### src/hdl/ufd_pkg.sv
package ufd_pkg;

	// ----------------------------------------------------------------
	// register offsets
	// ----------------------------------------------------------------
	localparam logic [2:0] OFS_DATA     = 3'h0;
	localparam logic [2:0] OFS_INT_EN   = 3'h1;
	localparam logic [2:0] OFS_INT_FIFO = 3'h2;
	localparam logic [2:0] OFS_LINE     = 3'h3;
	localparam logic [2:0] OFS_DIV_LO   = 3'h4;
	localparam logic [2:0] OFS_DIV_HI   = 3'h5;

	// ----------------------------------------------------------------
	// field positions
	// ----------------------------------------------------------------
	localparam int IE_RX_BIT      = 0;
	localparam int IE_TX_BIT      = 1;
	localparam int IE_LINE_BIT    = 2;
	localparam int FC_ENABLE_BIT  = 0;
	localparam int FC_RX_CLR_BIT  = 1;
	localparam int FC_TX_CLR_BIT  = 2;
	localparam int FC_DMA_BIT     = 3;
	localparam int FC_TRIG_LO     = 6;
	localparam int LS_READY_BIT   = 0;
	localparam int LS_OVERRUN_BIT = 1;
	localparam int LS_TX_EMPTY    = 5;
	localparam int LS_TX_IDLE     = 6;

	// ----------------------------------------------------------------
	// interrupt identity codes, read at the control offset
	// ----------------------------------------------------------------
	localparam logic [7:0] IID_NONE    = 8'h01;
	localparam logic [7:0] IID_LINE    = 8'h06;
	localparam logic [7:0] IID_RX      = 8'h04;
	localparam logic [7:0] IID_TIMEOUT = 8'h0C;
	localparam logic [7:0] IID_TX      = 8'h02;
	localparam logic [7:0] IID_FIFO_ON = 8'hC0;

	// ----------------------------------------------------------------
	// reset values and counts
	// ----------------------------------------------------------------
	localparam logic [7:0]  INT_EN_RESET  = 8'h00;
	localparam logic [7:0]  FCTRL_RESET   = 8'h00;
	localparam logic [15:0] DIVISOR_RESET = 16'h0001;
	localparam int          FIFO_DEPTH    = 16;
	localparam int          FRAME_BITS    = 10;
	localparam int          TIMEOUT_CHARS = 4;

endpackage : ufd_pkg

### src/hdl/ufd_core.sv
// Functional notes
// - separate sixteen-byte transmit and receive FIFOs
// - software picks receive trigger of 1, 4, 8 or 14 bytes
// - receive FIFO fills to sixteen whatever trigger is chosen
// - transmitter starts shifting as soon as a byte is written
// - writes to a full transmit FIFO are refused until a byte moves on
// - transmit-empty interrupt while FIFO empty and enabled
// - transmit-empty interrupt drops at the first byte written
// - one character delay before new transmit-empty after first load
// - delay cancelled once two bytes have been held together
// - receive interrupt when count reaches trigger and enabled
// - full receive FIFO drops characters and sets overrun
// - timeout after four idle character times with data present
// - timeout cleared by a host read or a new character
// - single-transfer and multi-transfer DMA request modes
// - single mode: receive request while receive FIFO not empty
// - single mode: transmit request while transmit FIFO empty
// - multi mode: receive request from trigger or timeout until empty
// - multi mode: transmit request while a free entry remains
// - FIFOs disabled after reset until software enables them
// - interrupt output is a level while anything enabled is pending
`timescale 1ns/10ps
module ufd_core #(
	parameter int DEPTH = ufd_pkg::FIFO_DEPTH,
	parameter int PTR_W = 4
) (
	// clock and reset
	input  wire logic       clock,
	input  wire logic       reset,
	// register port
	input  wire logic [2:0] reg_addr,
	input  wire logic [7:0] reg_wdata,
	input  wire logic       reg_write,
	input  wire logic       reg_read,
	output logic      [7:0] reg_rdata,
	// receiver side
	input  wire logic       rx_char_valid,
	input  wire logic [7:0] rx_char_data,
	// serial output
	output logic            serial_tx_line,
	// service requests
	output logic            intr,
	output logic            rx_dma_req,
	output logic            tx_dma_req
);

	// ----------------------------------------------------------------
	// helpers
	// ----------------------------------------------------------------
	function automatic logic [PTR_W:0] trig_count(input logic [1:0] sel);
		unique case (sel)
			2'b00: trig_count = (PTR_W+1)'(1);
			2'b01: trig_count = (PTR_W+1)'(4);
			2'b10: trig_count = (PTR_W+1)'(8);
			2'b11: trig_count = (PTR_W+1)'(14);
		endcase
	endfunction : trig_count

	localparam logic [7:0] FRAME_B = 8'(ufd_pkg::FRAME_BITS);
	localparam logic [7:0] TOUT_B  =
		8'(ufd_pkg::FRAME_BITS * ufd_pkg::TIMEOUT_CHARS);
	localparam logic [3:0] FRAME_4 = 4'(ufd_pkg::FRAME_BITS);

	// ----------------------------------------------------------------
	// control registers
	// ----------------------------------------------------------------
	logic [7:0]  int_en_reg;
	logic        fifo_en_reg;
	logic        dma_multi_reg;
	logic [1:0]  trig_sel_reg;
	logic [15:0] divisor_reg;
	logic        wr_fctrl;
	logic        fifo_clear_rx;
	logic        fifo_clear_tx;

	assign wr_fctrl      = reg_write && reg_addr == ufd_pkg::OFS_INT_FIFO;
	assign fifo_clear_rx = wr_fctrl && (reg_wdata[ufd_pkg::FC_RX_CLR_BIT]
		|| reg_wdata[ufd_pkg::FC_ENABLE_BIT] != fifo_en_reg);
	assign fifo_clear_tx = wr_fctrl && (reg_wdata[ufd_pkg::FC_TX_CLR_BIT]
		|| reg_wdata[ufd_pkg::FC_ENABLE_BIT] != fifo_en_reg);

	always_ff @(posedge clock) begin
		if (reset) begin
			fifo_en_reg   <= ufd_pkg::FCTRL_RESET[ufd_pkg::FC_ENABLE_BIT];
			dma_multi_reg <= ufd_pkg::FCTRL_RESET[ufd_pkg::FC_DMA_BIT];
			trig_sel_reg  <= ufd_pkg::FCTRL_RESET[ufd_pkg::FC_TRIG_LO +: 2];
		end else if (wr_fctrl) begin
			fifo_en_reg   <= reg_wdata[ufd_pkg::FC_ENABLE_BIT];
			dma_multi_reg <= reg_wdata[ufd_pkg::FC_DMA_BIT];
			trig_sel_reg  <= reg_wdata[ufd_pkg::FC_TRIG_LO +: 2];
		end
	end

	always_ff @(posedge clock) begin
		if (reset) begin
			int_en_reg  <= ufd_pkg::INT_EN_RESET;
			divisor_reg <= ufd_pkg::DIVISOR_RESET;
		end else if (reg_write) begin
			if (reg_addr == ufd_pkg::OFS_INT_EN)
				int_en_reg <= reg_wdata;
			if (reg_addr == ufd_pkg::OFS_DIV_LO)
				divisor_reg[7:0] <= reg_wdata;
			if (reg_addr == ufd_pkg::OFS_DIV_HI)
				divisor_reg[15:8] <= reg_wdata;
		end
	end

	// unbuffered mode acts as a one-entry holding register
	logic [PTR_W:0] capacity;
	logic [PTR_W:0] trigger;
	assign capacity = fifo_en_reg ? (PTR_W+1)'(DEPTH) : (PTR_W+1)'(1);
	assign trigger  = fifo_en_reg ? trig_count(trig_sel_reg)
	                              : (PTR_W+1)'(1);

	// ----------------------------------------------------------------
	// bit-time tick for the timers
	// ----------------------------------------------------------------
	// bit time built from the divisor alone; the timers count bit ticks up to character times
	logic [15:0] tick_cnt_reg;
	logic        bit_tick;
	assign bit_tick = tick_cnt_reg + 16'h0001 >= divisor_reg;

	always_ff @(posedge clock) begin
		if (reset || bit_tick)
			tick_cnt_reg <= 16'h0000;
		else
			tick_cnt_reg <= tick_cnt_reg + 16'h0001;
	end

	// ----------------------------------------------------------------
	// transmit FIFO
	// ----------------------------------------------------------------
	// transmit storage
	logic [7:0]     tx_mem [DEPTH];
	logic [PTR_W-1:0] tx_wr_reg;
	logic [PTR_W-1:0] tx_rd_reg;
	logic [PTR_W:0] tx_count_reg;
	logic           tx_push;
	logic           tx_pop;
	logic           tx_busy_reg;

	assign tx_push = reg_write && reg_addr == ufd_pkg::OFS_DATA
		&& tx_count_reg < capacity;
	// start as soon as a byte is present
	assign tx_pop  = !tx_busy_reg && tx_count_reg != '0;

	always_ff @(posedge clock) begin
		if (tx_push)
			tx_mem[tx_wr_reg] <= reg_wdata;
	end

	always_ff @(posedge clock) begin
		if (reset || fifo_clear_tx) begin
			tx_wr_reg    <= '0;
			tx_rd_reg    <= '0;
			tx_count_reg <= '0;
		end else begin
			if (tx_push)
				tx_wr_reg <= tx_wr_reg + PTR_W'(1);
			if (tx_pop)
				tx_rd_reg <= tx_rd_reg + PTR_W'(1);
			tx_count_reg <= tx_count_reg + (PTR_W+1)'(tx_push)
				- (PTR_W+1)'(tx_pop);
		end
	end

	// ----------------------------------------------------------------
	// transmit shifter
	// ----------------------------------------------------------------
	logic [9:0]  tx_shift_reg;
	logic [3:0]  tx_bits_reg;
	logic [15:0] tx_phase_reg;
	logic        tx_phase_end;
	assign tx_phase_end = tx_phase_reg + 16'h0001 >= divisor_reg;

	always_ff @(posedge clock) begin
		if (reset) begin
			tx_busy_reg  <= 1'b0;
			tx_shift_reg <= 10'h3FF;
			tx_bits_reg  <= 4'h0;
			tx_phase_reg <= 16'h0000;
		end else if (tx_pop) begin
			// phase restarts so the start bit is full length
			tx_busy_reg  <= 1'b1;
			tx_shift_reg <= {1'b1, tx_mem[tx_rd_reg], 1'b0};
			tx_bits_reg  <= 4'h0;
			tx_phase_reg <= 16'h0000;
		end else if (tx_busy_reg) begin
			if (tx_phase_end) begin
				tx_phase_reg <= 16'h0000;
				tx_shift_reg <= {1'b1, tx_shift_reg[9:1]};
				tx_bits_reg  <= tx_bits_reg + 4'h1;
				if (tx_bits_reg == FRAME_4 - 4'h1)
					tx_busy_reg <= 1'b0;
			end else begin
				tx_phase_reg <= tx_phase_reg + 16'h0001;
			end
		end
	end

	assign serial_tx_line = tx_busy_reg ? tx_shift_reg[0] : 1'b1;

	// ----------------------------------------------------------------
	// transmit-empty hold-off
	// ----------------------------------------------------------------
	logic       tx_hold_reg;
	logic [7:0] tx_hold_cnt_reg;

	always_ff @(posedge clock) begin
		if (reset || fifo_clear_tx) begin
			tx_hold_reg     <= 1'b0;
			tx_hold_cnt_reg <= 8'h00;
		end else if (tx_push && tx_count_reg == '0) begin
			// first load into empty FIFO arms delay
			tx_hold_reg     <= 1'b1;
			tx_hold_cnt_reg <= 8'h00;
		end else if (tx_count_reg >= (PTR_W+1)'(2)) begin
			tx_hold_reg <= 1'b0;
		end else if (tx_hold_reg && bit_tick) begin
			tx_hold_cnt_reg <= tx_hold_cnt_reg + 8'h01;
			if (tx_hold_cnt_reg + 8'h01 >= FRAME_B)
				tx_hold_reg <= 1'b0;
		end
	end

	logic tx_empty_pend;
	assign tx_empty_pend = tx_count_reg == '0 && !tx_hold_reg;

	// ----------------------------------------------------------------
	// receive FIFO
	// ----------------------------------------------------------------
	// receive storage
	logic [7:0]       rx_mem [DEPTH];
	logic [PTR_W-1:0] rx_wr_reg;
	logic [PTR_W-1:0] rx_rd_reg;
	logic [PTR_W:0]   rx_count_reg;
	logic             rx_push;
	logic             rx_pop;
	logic             rx_read;

	// fill to capacity regardless of trigger
	assign rx_push = rx_char_valid && rx_count_reg < capacity;
	assign rx_read = reg_read && reg_addr == ufd_pkg::OFS_DATA;
	assign rx_pop  = rx_read && rx_count_reg != '0;

	always_ff @(posedge clock) begin
		if (rx_push)
			rx_mem[rx_wr_reg] <= rx_char_data;
	end

	always_ff @(posedge clock) begin
		if (reset || fifo_clear_rx) begin
			rx_wr_reg    <= '0;
			rx_rd_reg    <= '0;
			rx_count_reg <= '0;
		end else begin
			if (rx_push)
				rx_wr_reg <= rx_wr_reg + PTR_W'(1);
			if (rx_pop)
				rx_rd_reg <= rx_rd_reg + PTR_W'(1);
			rx_count_reg <= rx_count_reg + (PTR_W+1)'(rx_push)
				- (PTR_W+1)'(rx_pop);
		end
	end

	// overrun; set wins over read clear
	logic overrun_reg;
	always_ff @(posedge clock) begin
		if (reset)
			overrun_reg <= 1'b0;
		else if (rx_char_valid && !rx_push)
			overrun_reg <= 1'b1;
		else if (reg_read && reg_addr == ufd_pkg::OFS_LINE)
			overrun_reg <= 1'b0;
	end

	// ----------------------------------------------------------------
	// receive timeout
	// ----------------------------------------------------------------
	logic [7:0] rx_idle_cnt_reg;
	logic       timeout_reg;

	always_ff @(posedge clock) begin
		if (reset || fifo_clear_rx || !fifo_en_reg) begin
			rx_idle_cnt_reg <= 8'h00;
			timeout_reg     <= 1'b0;
		end else if (rx_push || rx_read) begin
			rx_idle_cnt_reg <= 8'h00;
			timeout_reg     <= 1'b0;
		end else if (rx_count_reg != '0 && bit_tick && !timeout_reg) begin
			rx_idle_cnt_reg <= rx_idle_cnt_reg + 8'h01;
			if (rx_idle_cnt_reg + 8'h01 >= TOUT_B)
				timeout_reg <= 1'b1;
		end
	end

	logic rx_level;
	assign rx_level = rx_count_reg >= trigger;

	// ----------------------------------------------------------------
	// DMA requests
	// ----------------------------------------------------------------
	logic rx_dma_multi_reg;
	always_ff @(posedge clock) begin
		if (reset || rx_count_reg == '0)
			rx_dma_multi_reg <= 1'b0;
		// set by trigger or timeout, held until empty
		else if (rx_level || timeout_reg)
			rx_dma_multi_reg <= 1'b1;
	end

	logic multi_mode;
	assign multi_mode = dma_multi_reg && fifo_en_reg;

	always_comb begin
		if (multi_mode) begin
			// rises with the level, drops in the cycle the FIFO empties
			rx_dma_req = rx_count_reg != '0
				&& (rx_dma_multi_reg || rx_level || timeout_reg);
			tx_dma_req = tx_count_reg < capacity;
		end else begin
			rx_dma_req = rx_count_reg != '0;
			tx_dma_req = tx_count_reg == '0;
		end
	end

	// ----------------------------------------------------------------
	// interrupt
	// ----------------------------------------------------------------
	logic line_pend;
	logic rx_pend;
	logic tout_pend;
	logic tx_pend;
	assign line_pend = int_en_reg[ufd_pkg::IE_LINE_BIT] && overrun_reg;
	assign rx_pend   = int_en_reg[ufd_pkg::IE_RX_BIT] && rx_level;
	assign tout_pend = int_en_reg[ufd_pkg::IE_RX_BIT] && timeout_reg;
	assign tx_pend   = int_en_reg[ufd_pkg::IE_TX_BIT] && tx_empty_pend;
	assign intr = line_pend || rx_pend || tout_pend || tx_pend;

	// ----------------------------------------------------------------
	// read data, one cycle after the strobe
	// ----------------------------------------------------------------
	logic [7:0] iid;
	always_comb begin
		if (line_pend)
			iid = ufd_pkg::IID_LINE;
		else if (rx_pend)
			iid = ufd_pkg::IID_RX;
		else if (tout_pend)
			iid = ufd_pkg::IID_TIMEOUT;
		else if (tx_pend)
			iid = ufd_pkg::IID_TX;
		else
			iid = ufd_pkg::IID_NONE;
		if (fifo_en_reg)
			iid = iid | ufd_pkg::IID_FIFO_ON;
	end

	logic [7:0] line_stat;
	always_comb begin
		line_stat = 8'h00;
		line_stat[ufd_pkg::LS_READY_BIT]   = rx_count_reg != '0;
		line_stat[ufd_pkg::LS_OVERRUN_BIT] = overrun_reg;
		line_stat[ufd_pkg::LS_TX_EMPTY]    = tx_count_reg == '0;
		line_stat[ufd_pkg::LS_TX_IDLE]     =
			tx_count_reg == '0 && !tx_busy_reg;
	end

	always_ff @(posedge clock) begin
		if (reset) begin
			reg_rdata <= 8'h00;
		end else if (reg_read) begin
			unique case (reg_addr)
				ufd_pkg::OFS_DATA:
					reg_rdata <= rx_mem[rx_rd_reg];
				ufd_pkg::OFS_INT_EN:   reg_rdata <= int_en_reg;
				ufd_pkg::OFS_INT_FIFO: reg_rdata <= iid;
				ufd_pkg::OFS_LINE:     reg_rdata <= line_stat;
				ufd_pkg::OFS_DIV_LO:   reg_rdata <= divisor_reg[7:0];
				ufd_pkg::OFS_DIV_HI:   reg_rdata <= divisor_reg[15:8];
				default:               reg_rdata <= 8'h00;
			endcase
		end
	end

endmodule : ufd_core

### config.mk
export PLATFORM = sky130hd
export DESIGN_NAME = ufd_core
export DESIGN_NICKNAME = d
export VERILOG_FILES = /design/src/hdl/ufd_pkg.sv /design/src/hdl/ufd_core.sv
export SDC_FILE = /design/constraint.sdc
export NUM_CORES = 1
export LEC_CHECK = 0
export BUFFER_PORTS_ARGS = -buffer_cell sky130_fd_sc_hd__buf_2
export CAP_MARGIN = 5
export CELL_PAD_IN_SITES_DETAIL_PLACEMENT = 0
export CELL_PAD_IN_SITES_GLOBAL_PLACEMENT = 2
export CORE_UTILIZATION = 40
export DETAILED_ROUTE_END_ITERATION = 10
export GPL_ROUTABILITY_DRIVEN = 0
export PLACE_DENSITY_LB_ADDON = 0.15
export SLEW_MARGIN = 25
export SYNTH_ARGS = -nofsm -noshare
export SYNTH_HDL_FRONTEND = slang
export SYNTH_SLANG_ARGS = --single-unit
export TNS_END_PERCENT = 50
### constraint.sdc
create_clock -name clock -period 3.1 [get_ports clock]
set_input_delay 0.31 -clock clock [delete_from_list [all_inputs] [get_ports clock]]
set_output_delay 0.31 -clock clock [all_outputs]
set_load 0.1 [all_outputs]
=== After elaboration in Yosys (flattened, before gate mapping) ===
Memory sizes are Yosys's and may differ from the RTL's. A register that Yosys moved wholly into a read port is not among the register bits.
Cells that the tools add are included.

* Add/sub/neg operators: 13
* Order comparisons: 8
* Equality and inequality tests: 10
* Mux-type cells: 34
* Bitwise operators: 1
* Reduce and logical (&&, ||, !) cells: 64

{| class="wikitable"
|+ Operators with widths
! operator !! number
|-
| $pmux W8 S6 || 1
|-
| $add A16 B1 Y16 const B || 2
|-
| $ge A16 B16 Y1 || 2
|-
| $mux W4 || 7
|-
| $mux W9 || 3
|-
| $logic_and A1 B1 Y1 || 23
|-
| $add A4 B1 Y4 const B || 5
|-
| $pmux W5 S4 || 1
|-
| $mux W1 || 17
|-
| $add A8 B1 Y8 const B || 2
|-
| $mux W16 || 1
|-
| $reduce_and A2 Y1 || 8
|-
| $logic_or A1 B1 Y1 || 14
|-
| $add A5 B1 Y5 || 2
|-
| $logic_not A5 Y1 || 2
|-
| $lt A5 B5 Y1 || 2
|-
| $mux W5 || 2
|-
| $reduce_bool A5 Y1 || 2
|-
| $sub A5 B1 Y5 || 2
|-
| $ge A8 B4 Y1 const B || 1
|-
| $ge A8 B6 Y1 const B || 1
|-
| $mux W8 || 1
|-
| $eq A3 B2 Y1 const B || 2
|-
| $eq A3 B3 Y1 const B || 2
|-
| 15 further kinds || 25
|}

* Flip-flop bits (word level): 128
* RAM bits: 256
* Input bits: 24
* Output and inout port bits: 12
* Word-level logic and storage cells: 156
* Memories: 2

{| class="wikitable"
|+ Memory list
! name !! words !! bits a word !! rd ports !! clocked after Yosys merged registers in !! wr ports !! RTL line !! RTL
|-
| rx_mem || 16 || 8 || 1 || 1 || 1 || ufd_core.sv:233 || <nowiki>logic [7:0] rx_mem [DEPTH];</nowiki>
|-
| tx_mem || 16 || 8 || 1 || 1 || 1 || ufd_core.sv:134 || <nowiki>logic [7:0] tx_mem [DEPTH];</nowiki>
|}

=== Logic depth before layout (Yosys ltp) ===
* Word-level depth: 9
* Depth in mapped cells: 18
* Depth with buffers taken out: 16

=== Worst setup path after synthesis ===
OpenSTA, ideal clock, no wires.

* Path kind: reg2out
* Start: register fifo_en_reg
* End: output tx_dma_req
* Data arrival time: 3.376 ns
* Required time: 2.790 ns
* Setup slack: -0.586 ns
* Cell stages (with the launch flop): 7
* Path buffers: 1
* Cells stage by stage: dfxtp_1 -> clkbuf_1 -> inv_1 -> ha_1 -> inv_1 -> a31oi_1 -> o31ai_1

* Word-level cells in the longest chain between the ends: 3
* Elaborated cells between the ends (all ways): 4
* Classes of those cells: 1 x order compare; 2 x mux; 1 x reduce/logical

{| class="wikitable"
|+ RTL lines
! what !! RTL line !! RTL
|-
| start: declaration || ufd_core.sv:68 || <nowiki>logic fifo_en_reg;</nowiki>
|-
| start signal: assignment || ufd_core.sv:84 || <nowiki>fifo_en_reg <= ufd_pkg::FCTRL_RESET[ufd_pkg::FC_ENABLE_BIT];</nowiki>
|-
| start signal: assignment || ufd_core.sv:88 || <nowiki>fifo_en_reg <= reg_wdata[ufd_pkg::FC_ENABLE_BIT];</nowiki>
|-
| $mux W5 || ufd_core.sv:111 || <nowiki>assign capacity = fifo_en_reg ? (PTR_W+1)'(DEPTH) : (PTR_W+1)'(1);</nowiki>
|-
| $lt A5 B5 Y1 || ufd_core.sv:320 || <nowiki>tx_dma_req = tx_count_reg < capacity;</nowiki>
|-
| $mux W1 * || ufd_core.sv:316 || <nowiki>if (multi_mode) begin</nowiki>
|-
| end: declaration || ufd_core.sv:44 || <nowiki>output logic tx_dma_req</nowiki>
|}

Mark *: on every way between the ends. The rest lies on a longest branch, timed or not.

=== Worst setup path in the final report ===
* Start: register tick_cnt_reg[7]
* End: register rx_idle_cnt_reg[3]

* Word-level cells in the longest chain between the ends: 4

{| class="wikitable"
|+ RTL lines
! what !! RTL line !! RTL
|-
| start: declaration || ufd_core.sv:119 || <nowiki>logic [15:0] tick_cnt_reg;</nowiki>
|-
| start signal: assignment || ufd_core.sv:127 || <nowiki>tick_cnt_reg <= tick_cnt_reg + 16'h0001;</nowiki>
|-
| $add A16 B1 Y16 || ufd_core.sv:121 || <nowiki>assign bit_tick = tick_cnt_reg + 16'h0001 >= divisor_reg;</nowiki>
|-
| $ge A16 B16 Y1 || ufd_core.sv:121 ||
|-
| $logic_and A1 B1 Y1 (2 in a row) || ufd_core.sv:290 || <nowiki>end else if (rx_count_reg != '0 && bit_tick && !timeout_reg) begin</nowiki>
|-
| end signal: assignment || ufd_core.sv:291 || <nowiki>rx_idle_cnt_reg <= rx_idle_cnt_reg + 8'h01;</nowiki>
|-
| end: declaration || ufd_core.sv:280 || <nowiki>logic [7:0] rx_idle_cnt_reg;</nowiki>
|}

Every way passes these cells.
A chain may end at the register's enable or synchronous reset.

==> flow_summary.toml <==
[floorplanning]
rows = 76
start_util_pct = 40.6
die_w_um = 211
core_area_um2 = 43100
die_h_um = 211
fp.dieArea_um2 = 44500
pin_count = 36

[setup_path]
endpoint_kind = "flip-flop"
criticalPathCategory = "reg -> reg"
critPathRequiredTime_ns = 3.60
cp_data_arrival_time_ns = 3.57
cp_max_fo = 5
r2r_slack_ns = 0.03
r2r_start = "tick_cnt_reg[7]"
reg2reg_depth = 13
endpoint = "rx_idle_cnt_reg[3]"
critPathLaunchType = "flip-flop"
critical_path.startpoint = "tick_cnt_reg[7]"
rr_endpoint = "rx_idle_cnt_reg[3]"

[grt]
grt_usage_pct = 19.4
grtUsageMet3_pct = 3.36
grt_max_degree = 41
grt_pass1_wl_um = 65400
antenna_found_initial = 0
grt.busiest_layer = "met2"
grt_pass1_vias = 11200
use_met1_pct = 26.8
overflow = 0
met2_usage_pct = 31.7

[power_and_ir_drop]
cellPowerDensity_nw_per_um2 = 732
ir_worst_vdd_mv = 0.534
p_leak_nw = 7.56

[clock_tree]
clockRootBuffer = "clkbuf_16"
numCtsBuffers = 44
cts_tree = "built"
clock_sinks = 392
hold_buffers = 0
htreeDepth = 2
clk_pin_slew_ns = 0.06
clk_latency_ns = 0.57
cts_buffer_depth = 3

[routing]
wl_um = 42500
vias_per_cell = 5.26
postRouteAntennaNets = 0
first_pass_iters = 5
routedWlPerCell_um = 20.1
drc = 0
vias = 11100
first_iter_violations = 567

[yosys]
yosysUniqueCellTypes = 73
syn_area_um2 = 17500
synth.largest_area_cell = "edfxtp_1"
synth_seq_cells = 392
synthArstFlopShare_pct = 0
synth_most_common_cell = "edfxtp_1"
synth_area_leaders = "edfxtp_1 44%, dfxtp_1 16%, mux4_2 8.4%, ha_1 5.3%, nand2_1 3.0%"
ys.flop_type = "edfxtp_1"
synth_warnings = 0
yosysSeqAreaShare_pct = 59.6
synth_fp_nets = 1441
synthCells = 1341
syn_area_per_cell_um2 = 13.0
yosysTopAreaCellShare_pct = 44.0
synthTopCellsByCount = "256 x edfxtp_1, 140 x nand2_1, 136 x dfxtp_1"
synth_edf_count = 256

[layout]
drive_above_1_share_pct = 25.3
antenna-diode-count = 0
area_growth_pct = 21.2
reg.largest.list = "rx_mem (128), tx_mem (128)"
finalNetCount = 1591
final_cell_area_um2 = 21200

[outcome]
status = "finished clean"

[sta]
maxSlewHeadroom_pct = 56.6
fmax_ghz = 0.326
fin_crit_sh_pct = 99.0
setup_viol = 0
rsz0062_at_grt = "true"
hold_viol = 0
finalCriticalPeriod_ns = 3.07
slew_viol_final = 0
finClkSkew_ns = 0.0111
tightest_slew_ns = 0.643
hold_ws_ns = 0.0740

[placed_design]
placed_cell_area_um2 = 19000
portBuffers = 35
dp_hpwl_um = 28800

[flow_run]
maxCapViolations = 0

[worst_hold_path]
hold_class = "in -> reg"
critical path, stage by stage (launching register included):
cell and delay [ns]:
dfxtp_2 0.32, and3_4 0.18, and3_4 0.17, and3_4 0.18, and3_4 0.17, xor2_2 0.15
ha_1 0.31, nand4_1 0.16, nor2_2 0.15, o2111ai_2 0.13, o21a_4 0.29, clkbuf_16 0.17
or4_4 0.50, a21oi_2 0.12
through the flow:
stage	TNS [ns]	instances	utilization, %	setup WS (ns)	power (mW)
floorplan	0	1341	-	0.00995	8.22
global placement	-0.178	1999	44.0	-0.0376	9.17
detailed placement	-0.414	1999	44.0	-0.0553	9.19
CTS	0	2096	48.1	0.00284	15.3
global route	-1.87	2112	49.1	-0.125	16.2
finish	0	2112	49.1	0.0305	15.5
layout make-up:
type | instances | area (um2)
Timing Repair Buffer | 170 | 1340
Sequential cell | 392 | 10400
Clock buffer | 55 | 1200
Multi-Input combinational cell | 838 | 6930
Fill cell | 3785 | 21900
Tap cell | 585 | 732
Inverter | 45 | 169
Clock inverter | 27 | 358
worst min-delay path by stage:
stage                    startpoint         endpoint  depth (start not counted)
floorplan           rx_char_data[0]     rx_mem[0][0]                          0
global placement    tx_shift_reg[2]  tx_shift_reg[1]                          1
detailed placement  tx_shift_reg[2]  tx_shift_reg[1]                          1
CTS                   rx_char_valid      overrun_reg                          3
global route          rx_char_valid      overrun_reg                          3
finish                rx_char_valid      overrun_reg                          3
layout by cell type (no fill, tap or decap), types with 28 or more instances in the layout:
cell type | Yosys | layout
a21oi_1 | 76 | 69
buf_2 | 12 | 33
buf_4 | 2 | 121
clkbuf_16 | 0 | 49
dfxtp_1 | 136 | 126
edfxtp_1 | 256 | 256
ha_1 | 74 | 72
inv_1 | 45 | 45
mux4_2 | 65 | 65
nand2_1 | 140 | 138
nand3_1 | 30 | 28
nor2_1 | 87 | 82
o21ai_0 | 31 | 29
timing repair:
action,4_1_cts,5_1_grt
cloned,0,4
setup endpoints to repair,19,66
resized for setup,23,66
buffers inserted,15,12
pin swaps,21,42
cell families after synthesis:
kind of cell / Yosys count / share of synthesized area [%]
xor gates and xnor gates: 48 / 2.41
muxes: 94 / 10.6
and+or+nand+nor: 405 / 11.3
DFF: 392 / 59.6
adders and majority gates: 76 / 5.53
buffers and inverters: 111 / 2.67
AOI/OAI and AO/OA: 215 / 7.89
metal layers:
metal	part of all wire (%)	vias up
met4	1.8	0
met5	0	-
met3	3.6	51
met1	47	5531
met2	48	159
li1	-	5375
where the power goes:
| part | switching [mW] | total [mW] | internal, mW |
|---|---|---|---|
| Sequential | 0.211 | 6.05 | 5.84 |
| Clock | 2.16 | 5.60 | 3.44 |
| Combinational | 2.06 | 3.84 | 1.79 |
Power figures use the tool's default switching activity.
